<file path="src/bps_cfg.svh">
// timing counts, register offsets and field positions of the sequencer
`ifndef BPS_CFG_SVH
`define BPS_CFG_SVH
// ----------------------------------------
// time base
// ----------------------------------------
`define BPS_CLK_MHZ         100
`define BPS_TICK_NS         1000
`define BPS_TICK_CYC        (`BPS_TICK_NS * `BPS_CLK_MHZ / 1000)
`define BPS_TON_MIN_NS      125
`define BPS_TON_MIN_CYC     ((`BPS_TON_MIN_NS * `BPS_CLK_MHZ + 999) / 1000)
`define BPS_MODE_DELAY_US   30
`define BPS_MODE_DELAY_TICK (`BPS_MODE_DELAY_US * 1000 / `BPS_TICK_NS)
`define BPS_GOOD_DELAY_NS   25000
`define BPS_GOOD_DELAY_TICK (`BPS_GOOD_DELAY_NS / `BPS_TICK_NS)
`define BPS_SYNC_HOLD_US    10
`define BPS_COOLDOWN_US     75000
`define BPS_OCP_PULSES      128
`define BPS_OSC_KHZ         450
// ----------------------------------------
// register map
// ----------------------------------------
`define BPS_REG_CTRL        8'h00
`define BPS_REG_STATUS      8'h04
`define BPS_REG_INT_STAT    8'h08
`define BPS_REG_INT_MASK    8'h0C
`define BPS_CTRL_RST        1'b1
`define BPS_MASK_RST        5'h00
`define BPS_ST_GATE         3
`define BPS_ST_SYNC         4
`define BPS_ST_GOOD         5
`define BPS_ST_SUPPLY       6
`define BPS_ST_GOOD_PIN     7
`define BPS_ST_OCCNT_LSB    8
`define BPS_IRQ_HICCUP      0
`define BPS_IRQ_THERMAL     1
`define BPS_IRQ_LOCKOUT     2
`define BPS_IRQ_GOOD_LOST   3
`define BPS_IRQ_STANDBY     4
`endif

</file>
<file path="src/bps_pkg.sv">
// types shared by the sequencer modules
package bps_pkg;
  typedef enum logic [2:0] {
    ST_OFF     = 3'h0,
    ST_STANDBY = 3'h1,
    ST_RUN     = 3'h3,
    ST_HICCUP  = 3'h2,
    ST_THERMAL = 3'h6
  } bps_state_t;

  // synchronised condition inputs
  typedef struct packed {
    logic sup_on;
    logic sup_low;
    logic oc;
    logic pwm_off;
    logic fbk_low;
    logic fbk_over;
    logic fbk_under;
    logic t_hot;
    logic t_cool;
    logic en;
    logic good_in;
  } bps_pins_t;

  typedef struct packed {
    bps_state_t  st;
    logic [6:0]  pre;
    logic        tick;
    logic [15:0] osc;
    logic        gate_on;
    logic [7:0]  on_cnt;
    logic        oc_hit;
    logic [7:0]  oc_cnt;
    logic [23:0] cool;
    logic        uv_ok;
    logic        hot;
    logic        en_d;
    logic [3:0]  recent;
    logic        ss_dis;
    logic        good_oe;
    logic        run_en;
    logic [4:0]  irq_st;
    logic [4:0]  irq_msk;
    logic        irq;
    logic        ack;
    logic [31:0] rdat;
  } bps_core_t;
endpackage

</file>
<file path="src/bps_sync2.sv">
// two-flop synchroniser for a group of pin levels
`timescale 1ns/1ps
module bps_sync2 #(
  parameter int W = 1
) (
  // clock and reset
  input  wire logic         clk,
  input  wire logic         rst_n,
  // levels
  input  wire logic [W-1:0] d,
  output logic      [W-1:0] q
);
  typedef struct packed {
    logic [W-1:0] ff1;
    logic [W-1:0] ff2;
  } bps_sync_t;

  bps_sync_t s_r;
  bps_sync_t s_nxt;

  // first stage feeds only the second
  always_comb begin
    s_nxt.ff1 = d;
    s_nxt.ff2 = s_r.ff1;
  end

  always_ff @(posedge clk or negedge rst_n) begin
    if (!rst_n) begin
      s_r <= '0;
    end else begin
      s_r <= s_nxt;
    end
  end

  assign q = s_r.ff2;
endmodule

</file>
<file path="src/bps_deglitch.sv">
// level filter: output follows input after N steady time-base ticks
`timescale 1ns/1ps
module bps_deglitch #(
  parameter int   N    = 30,
  parameter logic INIT = 1'b0
) (
  // clock and reset
  input  wire logic clk,
  input  wire logic rst_n,
  // time base and level
  input  wire logic tick,
  input  wire logic level,
  output logic      out
);
  typedef struct packed {
    logic [15:0] cnt;
    logic        lvl;
  } bps_dg_t;

  localparam logic [15:0] LIM = 16'(N - 1);

  bps_dg_t d_r;
  bps_dg_t d_nxt;

  // any return to the held level restarts the count
  always_comb begin
    d_nxt = d_r;
    if (level == d_r.lvl) begin
      d_nxt.cnt = 16'h0000;
    end else if (tick) begin
      if (d_r.cnt == LIM) begin
        d_nxt.lvl = level;
        d_nxt.cnt = 16'h0000;
      end else begin
        d_nxt.cnt = d_r.cnt + 16'h0001;
      end
    end
  end

  always_ff @(posedge clk or negedge rst_n) begin
    if (!rst_n) begin
      d_r <= '{cnt: 16'h0000, lvl: INIT};
    end else begin
      d_r <= d_nxt;
    end
  end

  assign out = d_r.lvl;
endmodule

</file>
<file path="src/bps_top.sv">
// protection and start-up sequencer for a step-down regulator
//
// The address map and the Wishbone slave port were decided locally.
`timescale 1ns/1ps
`include "bps_cfg.svh"
module bps_top
  import bps_pkg::*;
#(
  parameter int COOLDOWN_US = `BPS_COOLDOWN_US,
  parameter int OSC_KHZ     = `BPS_OSC_KHZ,
  parameter int OCP_PULSES  = `BPS_OCP_PULSES
) (
  // clock and reset
  input  wire logic        MCLK,
  input  wire logic        RESETN,
  // wishbone slave
  input  wire logic        WB_CYC_I,
  input  wire logic        WB_STB_I,
  input  wire logic        WB_WE_I,
  input  wire logic [7:0]  WB_ADR_I,
  input  wire logic [3:0]  WB_SEL_I,
  input  wire logic [31:0] WB_DAT_I,
  output logic      [31:0] WB_DAT_O,
  output logic             WB_ACK_O,
  // condition comparators
  input  wire logic        SUPPLY_ON,
  input  wire logic        SUPPLY_LOW,
  input  wire logic        OVERCURRENT_GUARD,
  input  wire logic        PWM_OFF,
  input  wire logic        FEEDBACK_SENSE_LOW,
  input  wire logic        FEEDBACK_SENSE_OVER,
  input  wire logic        FEEDBACK_SENSE_UNDER,
  input  wire logic        THERMAL_CUTOUT_HOT,
  input  wire logic        THERMAL_CUTOUT_COOL,
  input  wire logic        EN_SYNC,
  // open-drain output-good pin
  input  wire logic        OUTPUT_GOOD_FLAG_I,
  output logic             OUTPUT_GOOD_FLAG_O,
  output logic             OUTPUT_GOOD_FLAG_OE,
  // power stage and interrupt
  output logic             SWITCH_ON,
  output logic             SS_DISCHARGE,
  output logic             IRQ
);
  localparam int          OSC_CYC  = `BPS_CLK_MHZ * 1000 / OSC_KHZ;
  localparam logic [15:0] OSC_LOAD = 16'(OSC_CYC - 1);
  localparam logic [6:0]  PRE_LIM  = 7'(`BPS_TICK_CYC - 1);
  localparam logic [7:0]  TON_LIM  = 8'(`BPS_TON_MIN_CYC - 1);
  localparam logic [7:0]  OCP_LIM  = 8'(OCP_PULSES - 1);
  localparam logic [23:0] COOL_LD  = 24'(COOLDOWN_US * 1000 / `BPS_TICK_NS - 1);
  localparam logic [3:0]  HOLD_LD  = 4'(`BPS_SYNC_HOLD_US);

  // ----------------------------------------
  // reset release and pin synchronisers
  // ----------------------------------------
  logic [1:0] rst_q;
  logic       rst_n;

  // assert at once, release after two edges
  always_ff @(posedge MCLK or negedge RESETN) begin
    if (!RESETN) begin
      rst_q <= 2'b00;
    end else begin
      rst_q <= {rst_q[0], 1'b1};
    end
  end
  assign rst_n = rst_q[1];

  bps_pins_t pin_raw;
  bps_pins_t pins;

  assign pin_raw = '{sup_on: SUPPLY_ON, sup_low: SUPPLY_LOW,
                     oc: OVERCURRENT_GUARD, pwm_off: PWM_OFF,
                     fbk_low: FEEDBACK_SENSE_LOW, fbk_over: FEEDBACK_SENSE_OVER,
                     fbk_under: FEEDBACK_SENSE_UNDER, t_hot: THERMAL_CUTOUT_HOT,
                     t_cool: THERMAL_CUTOUT_COOL, en: EN_SYNC,
                     good_in: OUTPUT_GOOD_FLAG_I};

  bps_sync2 #(.W($bits(bps_pins_t))) u_sync (
    .clk   (MCLK),
    .rst_n (rst_n),
    .d     (pin_raw),
    .q     (pins)
  );

  // ----------------------------------------
  // filtered mode levels
  // ----------------------------------------
  bps_core_t q;
  bps_core_t nxt;
  logic      en_on;
  logic      sync_mode;
  logic      good_ok;

  // sync low phases are far shorter than the delay, so standby ignores them
  bps_deglitch #(.N(`BPS_MODE_DELAY_TICK), .INIT(1'b0)) u_stby (
    .clk   (MCLK),
    .rst_n (rst_n),
    .tick  (q.tick),
    .level (pins.en),
    .out   (en_on)
  );

  bps_deglitch #(.N(`BPS_MODE_DELAY_TICK), .INIT(1'b0)) u_mode (
    .clk   (MCLK),
    .rst_n (rst_n),
    .tick  (q.tick),
    .level (q.recent != 4'h0),
    .out   (sync_mode)
  );

  bps_deglitch #(.N(`BPS_GOOD_DELAY_TICK), .INIT(1'b0)) u_good (
    .clk   (MCLK),
    .rst_n (rst_n),
    .tick  (q.tick),
    .level (!pins.fbk_over && !pins.fbk_under),
    .out   (good_ok)
  );

  // ----------------------------------------
  // register read decode
  // ----------------------------------------
  function automatic logic [31:0] reg_read(input logic [7:0] a, input bps_core_t s,
                                           input logic [31:0] stat);
    case (a)
      `BPS_REG_CTRL:     reg_read = {31'h0000_0000, s.run_en};
      `BPS_REG_STATUS:   reg_read = stat;
      `BPS_REG_INT_STAT: reg_read = {27'h000_0000, s.irq_st};
      `BPS_REG_INT_MASK: reg_read = {27'h000_0000, s.irq_msk};
      default:           reg_read = 32'h0000_0000;
    endcase
  endfunction

  // ----------------------------------------
  // sequencer
  // ----------------------------------------
  logic        rise;
  logic        start;
  logic        stop_req;
  logic        hiccup_hit;
  logic [31:0] stat;
  logic [4:0]  ev;
  logic        wr;

  always_comb begin
    nxt = q;
    rise = pins.en && !q.en_d;
    nxt.en_d = pins.en;
    // fixed time base, never derived from the sync pin
    nxt.tick = (q.pre == PRE_LIM);
    nxt.pre = nxt.tick ? 7'h00 : q.pre + 7'h01;
    // supply and thermal hysteresis latches
    if (pins.sup_on) begin
      nxt.uv_ok = 1'b1;
    end else if (pins.sup_low) begin
      nxt.uv_ok = 1'b0;
    end
    if (pins.t_hot) begin
      nxt.hot = 1'b1;
    end else if (pins.t_cool) begin
      nxt.hot = 1'b0;
    end
    // recent rising edges mean an external clock is present
    if (rise) begin
      nxt.recent = HOLD_LD;
    end else if (q.tick && q.recent != 4'h0) begin
      nxt.recent = q.recent - 4'h1;
    end
    // cycle start: own oscillator, or the sync edge
    start = sync_mode ? rise : (q.osc == 16'h0000);
    nxt.osc = (q.osc == 16'h0000 || (sync_mode && rise)) ? OSC_LOAD : q.osc - 16'h0001;
    // gate control inside a cycle
    hiccup_hit = q.gate_on && pins.oc && pins.fbk_low && q.oc_cnt == OCP_LIM;
    if (q.gate_on && q.on_cnt != 8'hFF) begin
      nxt.on_cnt = q.on_cnt + 8'h01;
    end
    if (start) begin
      nxt.gate_on = 1'b1;
      nxt.on_cnt = 8'h00;
      nxt.oc_hit = 1'b0;
      if (!q.oc_hit) begin
        nxt.oc_cnt = 8'h00;
      end
    end else if (q.gate_on) begin
      if (pins.oc) begin
        // current limit overrides the minimum on time
        nxt.gate_on = 1'b0;
        nxt.oc_hit = 1'b1;
        if (pins.fbk_low) begin
          nxt.oc_cnt = q.oc_cnt + 8'h01;
        end
      end else if (pins.pwm_off && q.on_cnt >= TON_LIM) begin
        nxt.gate_on = 1'b0;
      end
    end
    if (!pins.fbk_low) begin
      nxt.oc_cnt = 8'h00;
    end
    // mode sequencing
    stop_req = !en_on || !q.run_en;
    unique case (q.st)
      ST_OFF: begin
        if (q.uv_ok) nxt.st = ST_STANDBY;
      end
      ST_STANDBY: begin
        if (!stop_req) nxt.st = q.hot ? ST_THERMAL : ST_RUN;
      end
      ST_RUN: begin
        if (hiccup_hit) begin
          nxt.st = ST_HICCUP;
          nxt.cool = COOL_LD;
        end else if (q.hot) begin
          nxt.st = ST_THERMAL;
        end
      end
      ST_HICCUP: begin
        if (q.tick) begin
          if (q.cool == 24'h00_0000) nxt.st = ST_RUN;
          else nxt.cool = q.cool - 24'h00_0001;
        end
      end
      ST_THERMAL: begin
        if (!q.hot) nxt.st = ST_RUN;
      end
      default: nxt.st = ST_OFF;
    endcase
    if (!q.uv_ok) begin
      nxt.st = ST_OFF;
    end else if (stop_req && q.st != ST_OFF) begin
      nxt.st = ST_STANDBY;
    end
    if (nxt.st != ST_RUN) begin
      nxt.gate_on = 1'b0;
      nxt.oc_cnt = 8'h00;
      nxt.oc_hit = 1'b0;
    end
    // discharge held the whole time switching is stopped
    nxt.ss_dis = (nxt.st != ST_RUN);
    nxt.good_oe = !good_ok;
    // events; set wins over a clear in the same cycle
    ev = '0;
    ev[`BPS_IRQ_HICCUP] = nxt.st == ST_HICCUP && q.st != ST_HICCUP;
    ev[`BPS_IRQ_THERMAL] = nxt.st == ST_THERMAL && q.st != ST_THERMAL;
    ev[`BPS_IRQ_LOCKOUT] = nxt.st == ST_OFF && q.st != ST_OFF;
    ev[`BPS_IRQ_GOOD_LOST] = nxt.good_oe && !q.good_oe;
    ev[`BPS_IRQ_STANDBY] = nxt.st == ST_STANDBY && q.st != ST_STANDBY;
    stat = {16'h0000, q.oc_cnt, pins.good_in, q.uv_ok, good_ok, sync_mode, q.gate_on, q.st};
    // wishbone: ack one cycle after the request, write at the ack edge
    wr = q.ack && WB_CYC_I && WB_STB_I && WB_WE_I && WB_SEL_I[0];
    nxt.ack = WB_CYC_I && WB_STB_I && !q.ack;
    nxt.rdat = nxt.ack ? reg_read(WB_ADR_I, q, stat) : 32'h0000_0000;
    nxt.irq_st = q.irq_st | ev;
    if (wr && WB_ADR_I == `BPS_REG_CTRL) nxt.run_en = WB_DAT_I[0];
    if (wr && WB_ADR_I == `BPS_REG_INT_MASK) nxt.irq_msk = WB_DAT_I[4:0];
    if (wr && WB_ADR_I == `BPS_REG_INT_STAT) nxt.irq_st = (q.irq_st & ~WB_DAT_I[4:0]) | ev;
    nxt.irq = |(nxt.irq_st & nxt.irq_msk);
  end

  always_ff @(posedge MCLK or negedge rst_n) begin
    if (!rst_n) begin
      q <= '0;
      q.st <= ST_OFF;
      q.osc <= OSC_LOAD;
      q.ss_dis <= 1'b1;
      q.good_oe <= 1'b1;
      q.run_en <= `BPS_CTRL_RST;
      q.irq_msk <= `BPS_MASK_RST;
    end else begin
      q <= nxt;
    end
  end

  // ----------------------------------------
  // outputs, all from flip-flops except OUTPUT_GOOD_FLAG_O, which is tied low
  // ----------------------------------------
  assign SWITCH_ON = q.gate_on;
  assign SS_DISCHARGE = q.ss_dis;
  assign OUTPUT_GOOD_FLAG_OE = q.good_oe;
  assign OUTPUT_GOOD_FLAG_O = 1'b0;
  assign IRQ = q.irq;
  assign WB_ACK_O = q.ack;
  assign WB_DAT_O = q.rdat;
endmodule

</file>
<file path="config.mk">
export PLATFORM = sky130hd
export DESIGN_NAME = bps_top
export DESIGN_NICKNAME = d
export VERILOG_FILES = /design/src/bps_pkg.sv /design/src/bps_sync2.sv /design/src/bps_deglitch.sv /design/src/bps_top.sv
export VERILOG_INCLUDE_DIRS = /design/src
export SDC_FILE = /design/constraint.sdc
export NUM_CORES = 1
export LEC_CHECK = 0
export BUFFER_PORTS_ARGS = -buffer_cell sky130_fd_sc_hd__buf_2
export CAP_MARGIN = 25
export CORE_ASPECT_RATIO = 1.2
export CORE_MARGIN = 3
export CORE_UTILIZATION = 53
export DETAILED_ROUTE_END_ITERATION = 16
export PLACE_DENSITY = 0.76
export SYNTH_ARGS = -nofsm -noshare
export SYNTH_HDL_FRONTEND = slang
export SYNTH_SLANG_ARGS = --single-unit
</file>
<file path="constraint.sdc">
create_clock -name MCLK -period 5.06 [get_ports MCLK]
set_clock_uncertainty 0.05 [all_clocks]
set_input_delay 0.506 -clock MCLK [delete_from_list [all_inputs] [get_ports MCLK]]
set_output_delay 0.506 -clock MCLK [all_outputs]
set_load 0.03 [all_outputs]
</file>
==> reports/metrics.csv, run 1 <==
metric,value,unit
crit path kind,flop to flop,
RSZ-0062 raised after global routing,no,
I/O Buffers,50,
final core occ,60.0,%
Critical Path AT,3.29,ns
Root Buffer,clkbuf_16,
final wirelength,17100,um
detailed placement HPWL,11600,um
Leak,4.41,nW
top post-synthesis cells by area,"dfrtp_1 49%, nor2_1 3.7%, o21ai_0 3.7%, nand2_1 3.6%, buf_4 2.8%",
VDD IR-drop max,0.000238,V
Final Slew Violations,0,
"count leader, synth",dfrtp_1,
share of cells above drive strength 1,12.8,%
DRT Pass-1 Iters,5,
Die Y,148,um
initial antenna violation count,0,
R2R cell count,7,
via count,6528,
crit path max fanout,13,
Ys Warns,0,
post-layout minimum cycle time,3.00,ns
CTS tree,built,
# clock sinks,182,
"Design Area, Final",9810,um2
Main synth FF type,dfrtp_1,
Die Wd,124,um
post-synthesis area per instance,9.96,um2
"FFs w/ async S/R, synth",100,%
Synth Register Bits,182,
post-synthesis cell count,894,
Commonest cells post-synth,"173 x dfrtp_1, 88 x nor2_1, 85 x nand2_1",
post-synthesis sequential area ratio,51.3,%
Critical Path End,q[83],
largest net degree at the start of global routing,160,
max_cap viols,0,
# DRC,0,
Std-Cell Rows,51,
DRT antenna net count,0,
crit path launch,q[78],
slew margin rel.,33.2,%
Worst Tran Pin Value,0.997,ns
area fraction of the dominant cell type after synthesis,48.6,%
H-tree levels,4,
TNS Setup,0,ns
Comb power frac,2.8,%
Synth area leader,dfrtp_1,
Clk network pwr share,46.8,%
core area,16300,um2
P&R area growth vs syn,10.1,%
r2r setup slk,2.06,ns
I/O pin count,98,
clk_lat worst skew,0.43,ns
achievable frequency,0.333,GHz
crit path capture type,flop,
global route overflow,0,
Switch Pwr,0.638,mW
Post-CTS Setup Bufs,0,
Final GP Congestion,0.830,
final setup vio count,0,
Critical Path RT,5.35,ns
DP Area,9170,um2
CTS max path bufs,2,
Vias/cell,5.67,
r2r startpoint,q[78],
DIE AREA,18400,um2
Tcrit/Tclk final,59.4,%
Antenna diodes,0,
mean routed wirelength per cell,14.8,um
Hold/Removal Path Class,input port to flop,
Sequential Power Share,50.4,%
synth unique cells,67,
endpoints failing hold,0,
CP Launch Type,flop,
Final Net Count,1001,
status,"finished, final reports clean",
Post-Syn Area,8900,um2
Pwr Density,299,nW/um2
number of DRC markers in iteration 0,636,
Clock Pin Slew Worst Setup and Hold Paths,0.07,ns
switching share of power,21.7,%
Post-synth EDFFs,0,
first-pass GRT wire length,29900,um
CTS buffer count,17,
reg2reg end,q[83],
vias in the first global route,6203,
Initial Util,54.5,%
Internal,2.30,mW
Total GRT Usage,19.5,%
==> cells by family after synthesis <==
kind of cell | Yosys count | synth area share (%)
AOI/OAI and AO/OA | 170 | 12.7
other | 2 | 0.0843
adders and majority gates | 15 | 2.11
DFF | 182 | 51.3
muxes | 17 | 2.21
buffers and inverters | 79 | 4.75
xor gates and xnor gates | 46 | 4.52
and+or+nand+nor | 383 | 22.4
==> flip-flops by register name, indices dropped and copies added (netlist names) <==
signal               count
SWITCH_ON                1
u_good.out               1
u_mode.out               1
u_sync.q                11
SS_DISCHARGE             1
u_mode.d_r              16
WB_ACK_O                 1
u_stby.out               1
u_sync.s_nxt            11
WB_DAT_O                16
u_good.d_r              16
OUTPUT_GOOD_FLAG_OE      1
q                       86
IRQ                      1
u_stby.d_r              16
rst_q                    2
==> worst max-delay path: stages, from the launching register on <==
cell and delay, ns:
dfrtp_1 0.41, ha_1 0.21, nand3_1 0.18, or4_1 0.65, a22o_1 0.23, a31oi_1 0.76
nand2_1 0.16, a31oi_1 0.26
==> through the flow <==
stage	worst slack, ns	hold slack (ns)	instances	total power, mW
2_1_floorplan	2.01	0.160	910	1.57
3_3_place_gp	2.13	0.172	1118	1.59
3_5_place_dp	2.08	0.170	1118	1.59
6_report	2.06	0.128	1151	2.94
5_1_grt	1.84	0.113	1151	3.05
4_1_cts	2.05	0.113	1151	2.97
==> routing by layer <==
metal	track usage [%]	wire length [um]
met1	27.1	7900
met2	31.2	8120
met3	3.14	702
met4	7.35	372
met5	0	0
==> layout by cell type, fill, tap and decap left out, drive strengths merged, types with 4 or more instances in the layout <==
master | Yosys | layout
o31ai | 19 | 19
o21ai | 68 | 68
buf | 35 | 51
ha | 15 | 15
nand3b | 5 | 5
nor4b | 5 | 5
nand2b | 9 | 9
nor2b | 17 | 17
and3 | 17 | 17
a31oi | 14 | 14
or3 | 5 | 5
dfstp | 9 | 9
nand4 | 16 | 16
clkinv | 0 | 7
nand3 | 41 | 41
mux2 | 11 | 11
o211ai | 9 | 9
clkbuf | 20 | 19
nor3 | 19 | 19
or4 | 9 | 9
dfrtp | 173 | 173
nor3b | 4 | 4
nand2 | 85 | 85
nor4 | 24 | 24
mux2i | 5 | 5
o41ai | 12 | 12
xor2 | 26 | 26
and4 | 6 | 6
o21a | 7 | 7
a21oi | 14 | 14
nor2 | 89 | 89
a22oi | 5 | 5
xnor2 | 20 | 20
and2 | 22 | 22
conb | 2 | 18
inv | 24 | 26
==> power by group through the flow <==
stage | clock network [mW] | logic [mW] | registers [mW]
after global placement | 0 | 0.0838 | 1.51
final | 1.37 | 0.0832 | 1.48
after CTS | 1.41 | 0.0855 | 1.48
after detailed placement | 0 | 0.0848 | 1.51
after floorplan | 0 | 0.0490 | 1.52
after global routing | 1.47 | 0.0944 | 1.48
==> final cells by class <==
type	count	area [um2]
clock inverters	13	173
repair buffers	52	280
inverters	24	90.1
flip-flops and latches	182	4570
fillers	1433	6530
multi-input cells	649	3980
well taps	212	265
clock buffers	19	453
==> how the worst min path moves through the flow <==
stage,start,to,slack [ns],cells after the start
finish,OUTPUT_GOOD_FLAG_I,u_sync.s_nxt[0],0.13,1
global route,OUTPUT_GOOD_FLAG_I,u_sync.s_nxt[0],0.11,1
CTS,OUTPUT_GOOD_FLAG_I,u_sync.s_nxt[0],0.11,1
detailed placement,rst_q[1],u_sync.s_nxt[8],0.17,0
global placement,rst_q[1],u_sync.s_nxt[8],0.17,0
floorplan,RESETN,rst_q[0],0.16,0
==> what timing repair did <==
item                      CTS  global route
resized for setup           0             0
hold endpoints to repair    2             0
hold buffers                1             0
No activity file was read; power rests on OpenSTA's default activity.
==> run 2: changes to the inputs <==
- ABC_AREA: not set -> 1
- CORE_UTILIZATION: 53 -> 59
- PLACE_DENSITY: 0.76 -> 0.8
- clock period: 5.06 -> 2.9 ns (I/O delays scaled with it)
==> run 2 against run 1 <==
Via count increased by 12%. Synthesized area grew 4.6%. Wire length increased by 11%. Fmax is 33% higher. Clock power increased by 80%. Global-route usage increased by 3.2 points. Worst hold slack got worse by 0.053 ns. Register-to-register slack got worse by 1.4 ns. Critical endpoint is now q[79]. Largest power group unchanged.
==> reports/metrics.csv, run 2 <==
metric,value,unit,change
DRT antenna net count,0,,unchanged
slew margin rel.,52.9,%,+20 points
post-synthesis area per instance,8.28,um2,-17%
Leak,5.08,nW,+15%
share of cells above drive strength 1,12.4,%,-0.33 points
number of DRC markers in iteration 0,437,,-31%
slowest cell on the critical path,dfstp_2,,
VDD IR-drop max,0.000429,V,+80%
Final Net Count,1260,,+26%
final setup margin,0.643,ns,-1.41 ns
Post-Syn Area,9310,um2,+4.6%
endpoints failing hold,0,,unchanged
Synth area leader,dfrtp_1,,
Pwr Density,501,nW/um2,+67%
TNS Setup,0,ns,unchanged
"FFs w/ async S/R, synth",100,%,unchanged
achievable frequency,0.443,GHz,+33%
Worst path depth,11,,+4
Main synth FF type,dfrtp_1,,
Clk network pwr share,47.2,%,+0.4 points
final core occ,68.5,%,+8.4 points
Most common cell on crit path,nor2_4,,
Clock Pin Slew Worst Setup and Hold Paths,0.07,ns,about the same
Final GP Congestion,0.974,,+17%
H-tree levels,4,,unchanged
crit path max fanout,10,,-3
"count leader, synth",nand2_1,,
Root Buffer,clkbuf_16,,
reg2reg end,q[79],,
Filler cells,1193,,-17%
Comb power frac,3.2,%,+0.4 points
Initial Util,61.2,%,+6.7 points
Final Slew Violations,0,,unchanged
post-synthesis sequential area ratio,49.0,%,-2.2 points
r2r startpoint,q[96],,
r2r setup slk,0.64,ns,-1.41 ns
largest net degree at the start of global routing,53,,-67%
pre-CTS WS,0.675,ns,-1.41 ns
post-synthesis cell count,1125,,+26%
Critical Path RT,3.22,ns,-2.13 ns
area fraction of the dominant cell type after synthesis,46.5,%,-2.1 points
Worst Tran Pin Value,0.706,ns,-0.290 ns
detailed placement HPWL,13400,um,+16%
overall power,5.22,mW,+78%
Tcrit/Tclk final,77.8,%,+18 points
R2R cell count,11,,+4
Antenna diodes,0,,unchanged
Total GRT Usage,22.7,%,+3.2 points
post-layout minimum cycle time,2.26,ns,-0.747 ns
max reg flops,86,,unchanged
Die Y,144,um,-3.0%
WP buf/inv,2,,+2
crit-path cells,inv_1 -> ha_1 -> nand2_2 -> nor2_4 -> nand3b_4 -> o21ai_4 -> nand2_8 -> clkinv_1 -> nor2_4 -> nand3_1 -> nand2_1,,
Hold/Removal Path Class,input port to flop,,
DRT Pass-1 Iters,5,,unchanged
final setup vio count,0,,unchanged
RSZ-0062 raised after global routing,no,,
max_cap viols,0,,unchanged
mean routed wirelength per cell,13.5,um,-9.0%
Die Wd,121,um,-2.9%
DIE AREA,17300,um2,-5.8%
Synth Register Bits,182,,unchanged
CTS buffer count,17,,unchanged
"CP delay by family, top",simple AND/OR/NAND/NOR gates,,
CTS tree,built,,
most flop-heavy register,q,,
"slowest stage delay, CP",0.54,ns,-0.22 ns
switching share of power,21.4,%,-0.38 points
Std-Cell Rows,49,,-3.9%
I/O Buffers,50,,unchanged
initial antenna violation count,0,,unchanged
synth unique cells,53,,-21%
Sequential Power Share,49.6,%,-0.8 points
first-pass GRT wire length,31700,um,+6.0%
status,"finished, final reports clean",,
Switch Pwr,1.11,mW,+75%
# clock sinks,182,,unchanged
Commonest cells post-synth,"245 x nand2_1, 173 x dfrtp_1, 144 x nor2_1",,
clk_lat worst skew,0.43,ns,about the same
core area,15200,um2,-6.9%
I/O pin count,98,,unchanged
Critical Path End,q[79],,
crit path launch,q[96],,
CTS max path bufs,2,,unchanged
# DRC,0,,unchanged
"commonest non-fill, non-tap cells in the layout","245 x nand2_1, 172 x dfrtp_1, 144 x nor2_1, 128 x inv_1, 70 x nand3_1",,
Internal,4.10,mW,+79%
P&R area growth vs syn,11.8,%,
crit path kind,flop to flop,,
CP Launch Type,flop,,
Vias/cell,5.23,,-7.8%
global route overflow,0,,unchanged
final wirelength,18900,um,+11%
Critical Path AT,2.58,ns,-0.71 ns
"most common cell after layout, fill and taps aside",nand2_1,,
Post-synth EDFFs,0,,unchanged
Ys Warns,0,,unchanged
crit path capture type,flop,,
vias in the first global route,6862,,+11%
via count,7330,,+12%
top post-synthesis cells by area,"dfrtp_1 46%, nand2_1 9.9%, nor2_1 5.8%, inv_1 5.2%, nand3_1 3.8%",,
[run 2: cell families (layout without fill, tap and decap cells)]
family | count (synthesis) | after routing | synth area share [%]
compound gates | 142 | 142 | 8.88
buf+inv | 182 | 238 | 8.86
flops | 182 | 182 | 49.0
xor+xnor | 46 | 46 | 4.33
fa+ha+maj | 15 | 15 | 2.02
simple gates | 556 | 556 | 26.8
other cells | 2 | 18 | 0.0807
[run 2: metal layers]
| layer | part of all wire (%) | track usage, % | vias up |
|---|---|---|---|
| li1 | - | - | 3694 |
| met5 | 0 | 0 | - |
| met3 | 3.4 | 3.82 | 31 |
| met4 | 1.8 | 7.58 | 0 |
| met1 | 44 | 29.5 | 3454 |
| met2 | 51 | 39.0 | 151 |
[run 2: worst min path at each step]
stage	depth (start not counted)	start	slack, ns	endpoint
finish	3	WB_CYC_I	0.07	WB_ACK_O
CTS	3	WB_CYC_I	0.05	WB_ACK_O
floorplan	0	RESETN	-0.06	rst_q[0]
global route	3	WB_DAT_I[0]	0.07	q[44]
detailed placement	1	RESETN	0.03	rst_q[0]
global placement	1	RESETN	0.03	rst_q[0]
[run 2: worst register-to-register path: stages (launching register included)]
cell      delay (ns)
dfstp_2         0.54
inv_1           0.05
ha_1            0.25
nand2_2         0.14
nor2_4          0.07
nand3b_4        0.08
o21ai_4         0.13
nand2_8         0.14
clkinv_1        0.30
nor2_4          0.29
nand3_1         0.11
nand2_1         0.07
[run 2: timing repair]
action,CTS,global route
endpoints found under the hold margin,13,0
resized for setup,0,0
setup endpoints to repair,0,0
hold buffers,12,0
buffers inserted,0,0
[run 2: stage by stage]
stage	cell area [um2]	cells	hold WS, ns
2_1_floorplan	9370	1141	-0.0556
3_3_place_gp	9660	1358	0.0253
3_5_place_dp	9660	1358	0.0301
4_1_cts	10400	1401	0.0548
5_1_grt	10400	1401	0.0734
6_report	10400	1401	0.0747
[run 2: layout make-up]
cell class	count	area, um2	area share (%)
timing repair buffer	70	455	4.37
clock inverter	10	170	1.63
clock buffer	21	460	4.42
multi-input combinational	777	3980	38.2
tap	204	255	2.45
sequential	182	4570	43.9
inverter	137	519	4.99
[run 2: power by group through the flow]
stage	Sequential (mW)	Combinational, mW	Clock [mW]
after global placement	2.64	0.154	0
after global routing	2.59	0.186	2.62
final	2.59	0.166	2.46
after CTS	2.59	0.169	2.50
after floorplan	2.65	0.0947	0
after detailed placement	2.64	0.156	0
==> run 3: changes to the inputs <==
- clock period: 2.9 -> 2.15 ns (I/O delays scaled with it)
==> run 3 against run 2 <==
Via count up 3.3%. Worst hold slack worse by 0.024 ns. Sequential power up 35%. Power up 30%. Global-route usage up 1.4 points. Critical path depth up 2. Worst setup slack worse by 0.52 ns. Critical path type unchanged.
==> reports/metrics.csv, run 3 (same netlist as run 2, synthesis figures left out) <==
metric,value,unit,change
status,"finished, final reports clean",,
Filler cells,1202,,+0.75%
clk_lat worst skew,0.43,ns,about the same
Final Non-Filler Cells,1423,,+1.6%
CTS buffer count,17,,unchanged
DRT antenna net count,0,,unchanged
Vias/cell,5.32,,+1.7%
reg2reg end,q[80],,
Initial Util,61.2,%,unchanged
post-layout minimum cycle time,2.02,ns,-0.232 ns
share of cells above drive strength 1,14.5,%,+2.1 points
VDD IR-drop max,0.000558,V,+30%
r2r startpoint,q[96],,
"most common cell after layout, fill and taps aside",nand2_1,,
TNS Setup,0,ns,unchanged
most flop-heavy register,q,,
Antenna diodes,0,,unchanged
CP Launch Type,flop,,
crit path max fanout,7,,-3
Tcrit/Tclk final,94.2,%,+16 points
Multi-input gate area,4020,um2,+1.0%
pre-CTS WS,0.131,ns,-0.545 ns
CTS tree,built,,
Placed Instances,1378,,+1.5%
H-tree levels,4,,unchanged
# DRC,0,,unchanged
global route overflow,0,,unchanged
register area,4570,um2,unchanged
Total GRT Usage,24.1,%,+1.4 points
initial antenna violation count,0,,unchanged
Root Buffer,clkbuf_16,,
P&R area growth vs syn,13.7,%,
CTS max path bufs,2,,unchanged
Pwr Density,642,nW/um2,+28%
Die Wd,121,um,unchanged
crit path capture type,flop,,
first-pass GRT wire length,33700,um,+6.3%
Final Net Count,1283,,+1.8%
detailed placement HPWL,13900,um,+3.5%
# clock sinks,182,,unchanged
Std-Cell Rows,49,,unchanged
Post-CTS Setup Bufs,0,,unchanged
largest net degree at the start of global routing,58,,+9.4%
RSZ-0062 raised after global routing,yes,,
Die Y,144,um,unchanged
final wirelength,19500,um,+3.3%
R2R cell count,13,,+2
"commonest non-fill, non-tap cells in the layout","244 x nand2_1, 172 x dfrtp_1, 141 x nor2_1, 127 x inv_1, 69 x nand3_1",,
DIE AREA,17300,um2,unchanged
final setup vio count,0,,unchanged
Critical Path AT,2.35,ns,-0.23 ns
r2r setup slk,0.13,ns,-0.52 ns
core area,15200,um2,unchanged
"Design Area, Final",10600,um2,+1.7%
I/O Buffers,50,,unchanged
Worst Tran Pin Value,0.553,ns,-0.153 ns
DP Area,9820,um2,+1.7%
via count,7570,,+3.3%
endpoints failing hold,0,,unchanged
DRT Pass-1 Iters,4,,-1
number of DRC markers in iteration 0,482,,+10%
max_cap viols,0,,unchanged
Clock Pin Slew Worst Setup and Hold Paths,0.07,ns,about the same
Leak,5.19,nW,+2.2%
final setup margin,0.125,ns,-0.518 ns
achievable frequency,0.494,GHz,+11%
slew margin rel.,62.8,%,+9.9 points
Final Slew Violations,0,,unchanged
Final GP Congestion,0.909,,-6.8%
crit path launch,q[96],,
crit path kind,flop to flop,,
Hold/Removal Path Class,input port to asynchronous set/reset pin,,
max reg flops,86,,unchanged
I/O pin count,98,,unchanged
final core occ,69.6,%,+1.2 points
mean routed wirelength per cell,13.7,um,+1.7%
Critical Path RT,2.47,ns,-0.75 ns
vias in the first global route,7333,,+6.9%
==> run 3: timing repair <==
item,4_1_cts,5_1_grt
hold buffers,15,0
gates resized for setup,0,11
hold endpoints to repair,15,0
setup endpoints to repair,0,16
==> run 3: final cells by class <==
cell class              count  share of cell area [%]
clock buffers              21                    4.35
clock inverters             9                    1.10
inverters                 137                    4.90
multi-input cells         777                    38.0
flip-flops and latches    182                    43.2
well taps                 204                    2.41
repair buffers             93                    6.12
==> run 3: worst max-delay path by stage <==
stage,end,slack [ns],depth (start not counted)
4_1_cts,q[80],0.09,13
3_5_place_dp,q[80],0.13,13
5_1_grt,q[85],-0.006,13
3_3_place_gp,q[78],0.19,13
6_report,q[80],0.13,13
2_1_floorplan,IRQ,0.23,0
==> run 3: through the flow <==
stage | total power, mW | hold WS [ns]
3_3_place_gp | 3.76 | -0.0485
5_1_grt | 7.04 | 0.0519
3_5_place_dp | 3.77 | -0.0456
2_1_floorplan | 3.71 | -0.131
6_report | 6.80 | 0.0506
4_1_cts | 6.87 | 0.0389
==> run 3: layer usage <==
metal	part of all wire, %	track usage [%]	up-vias
met2	51	41.7	155
li1	-	-	3743
met5	0	0	-
met3	3.1	3.98	46
met1	43	30.1	3626
met4	2.9	10.3	0
==> run 3: where the power goes <==
group	internal [mW]	switching (mW)
Combinational	0.0736	0.166
Sequential	3.45	0.0304
Clock	1.78	1.30
Total	5.30	1.50
==> run 3: worst max-delay path: stages, from the launching register on <==
cell and delay [ns]:
dfstp_2 0.37, inv_1 0.07, ha_2 0.21, nand2_2 0.10
nor2_4 0.18, nand3b_4 0.10, o21ai_4 0.10, nand2_8 0.07
buf_4 0.17, nand3_2 0.08, o21ai_4 0.08, nor2_4 0.17
nand3_1 0.12, nand2_1 0.08
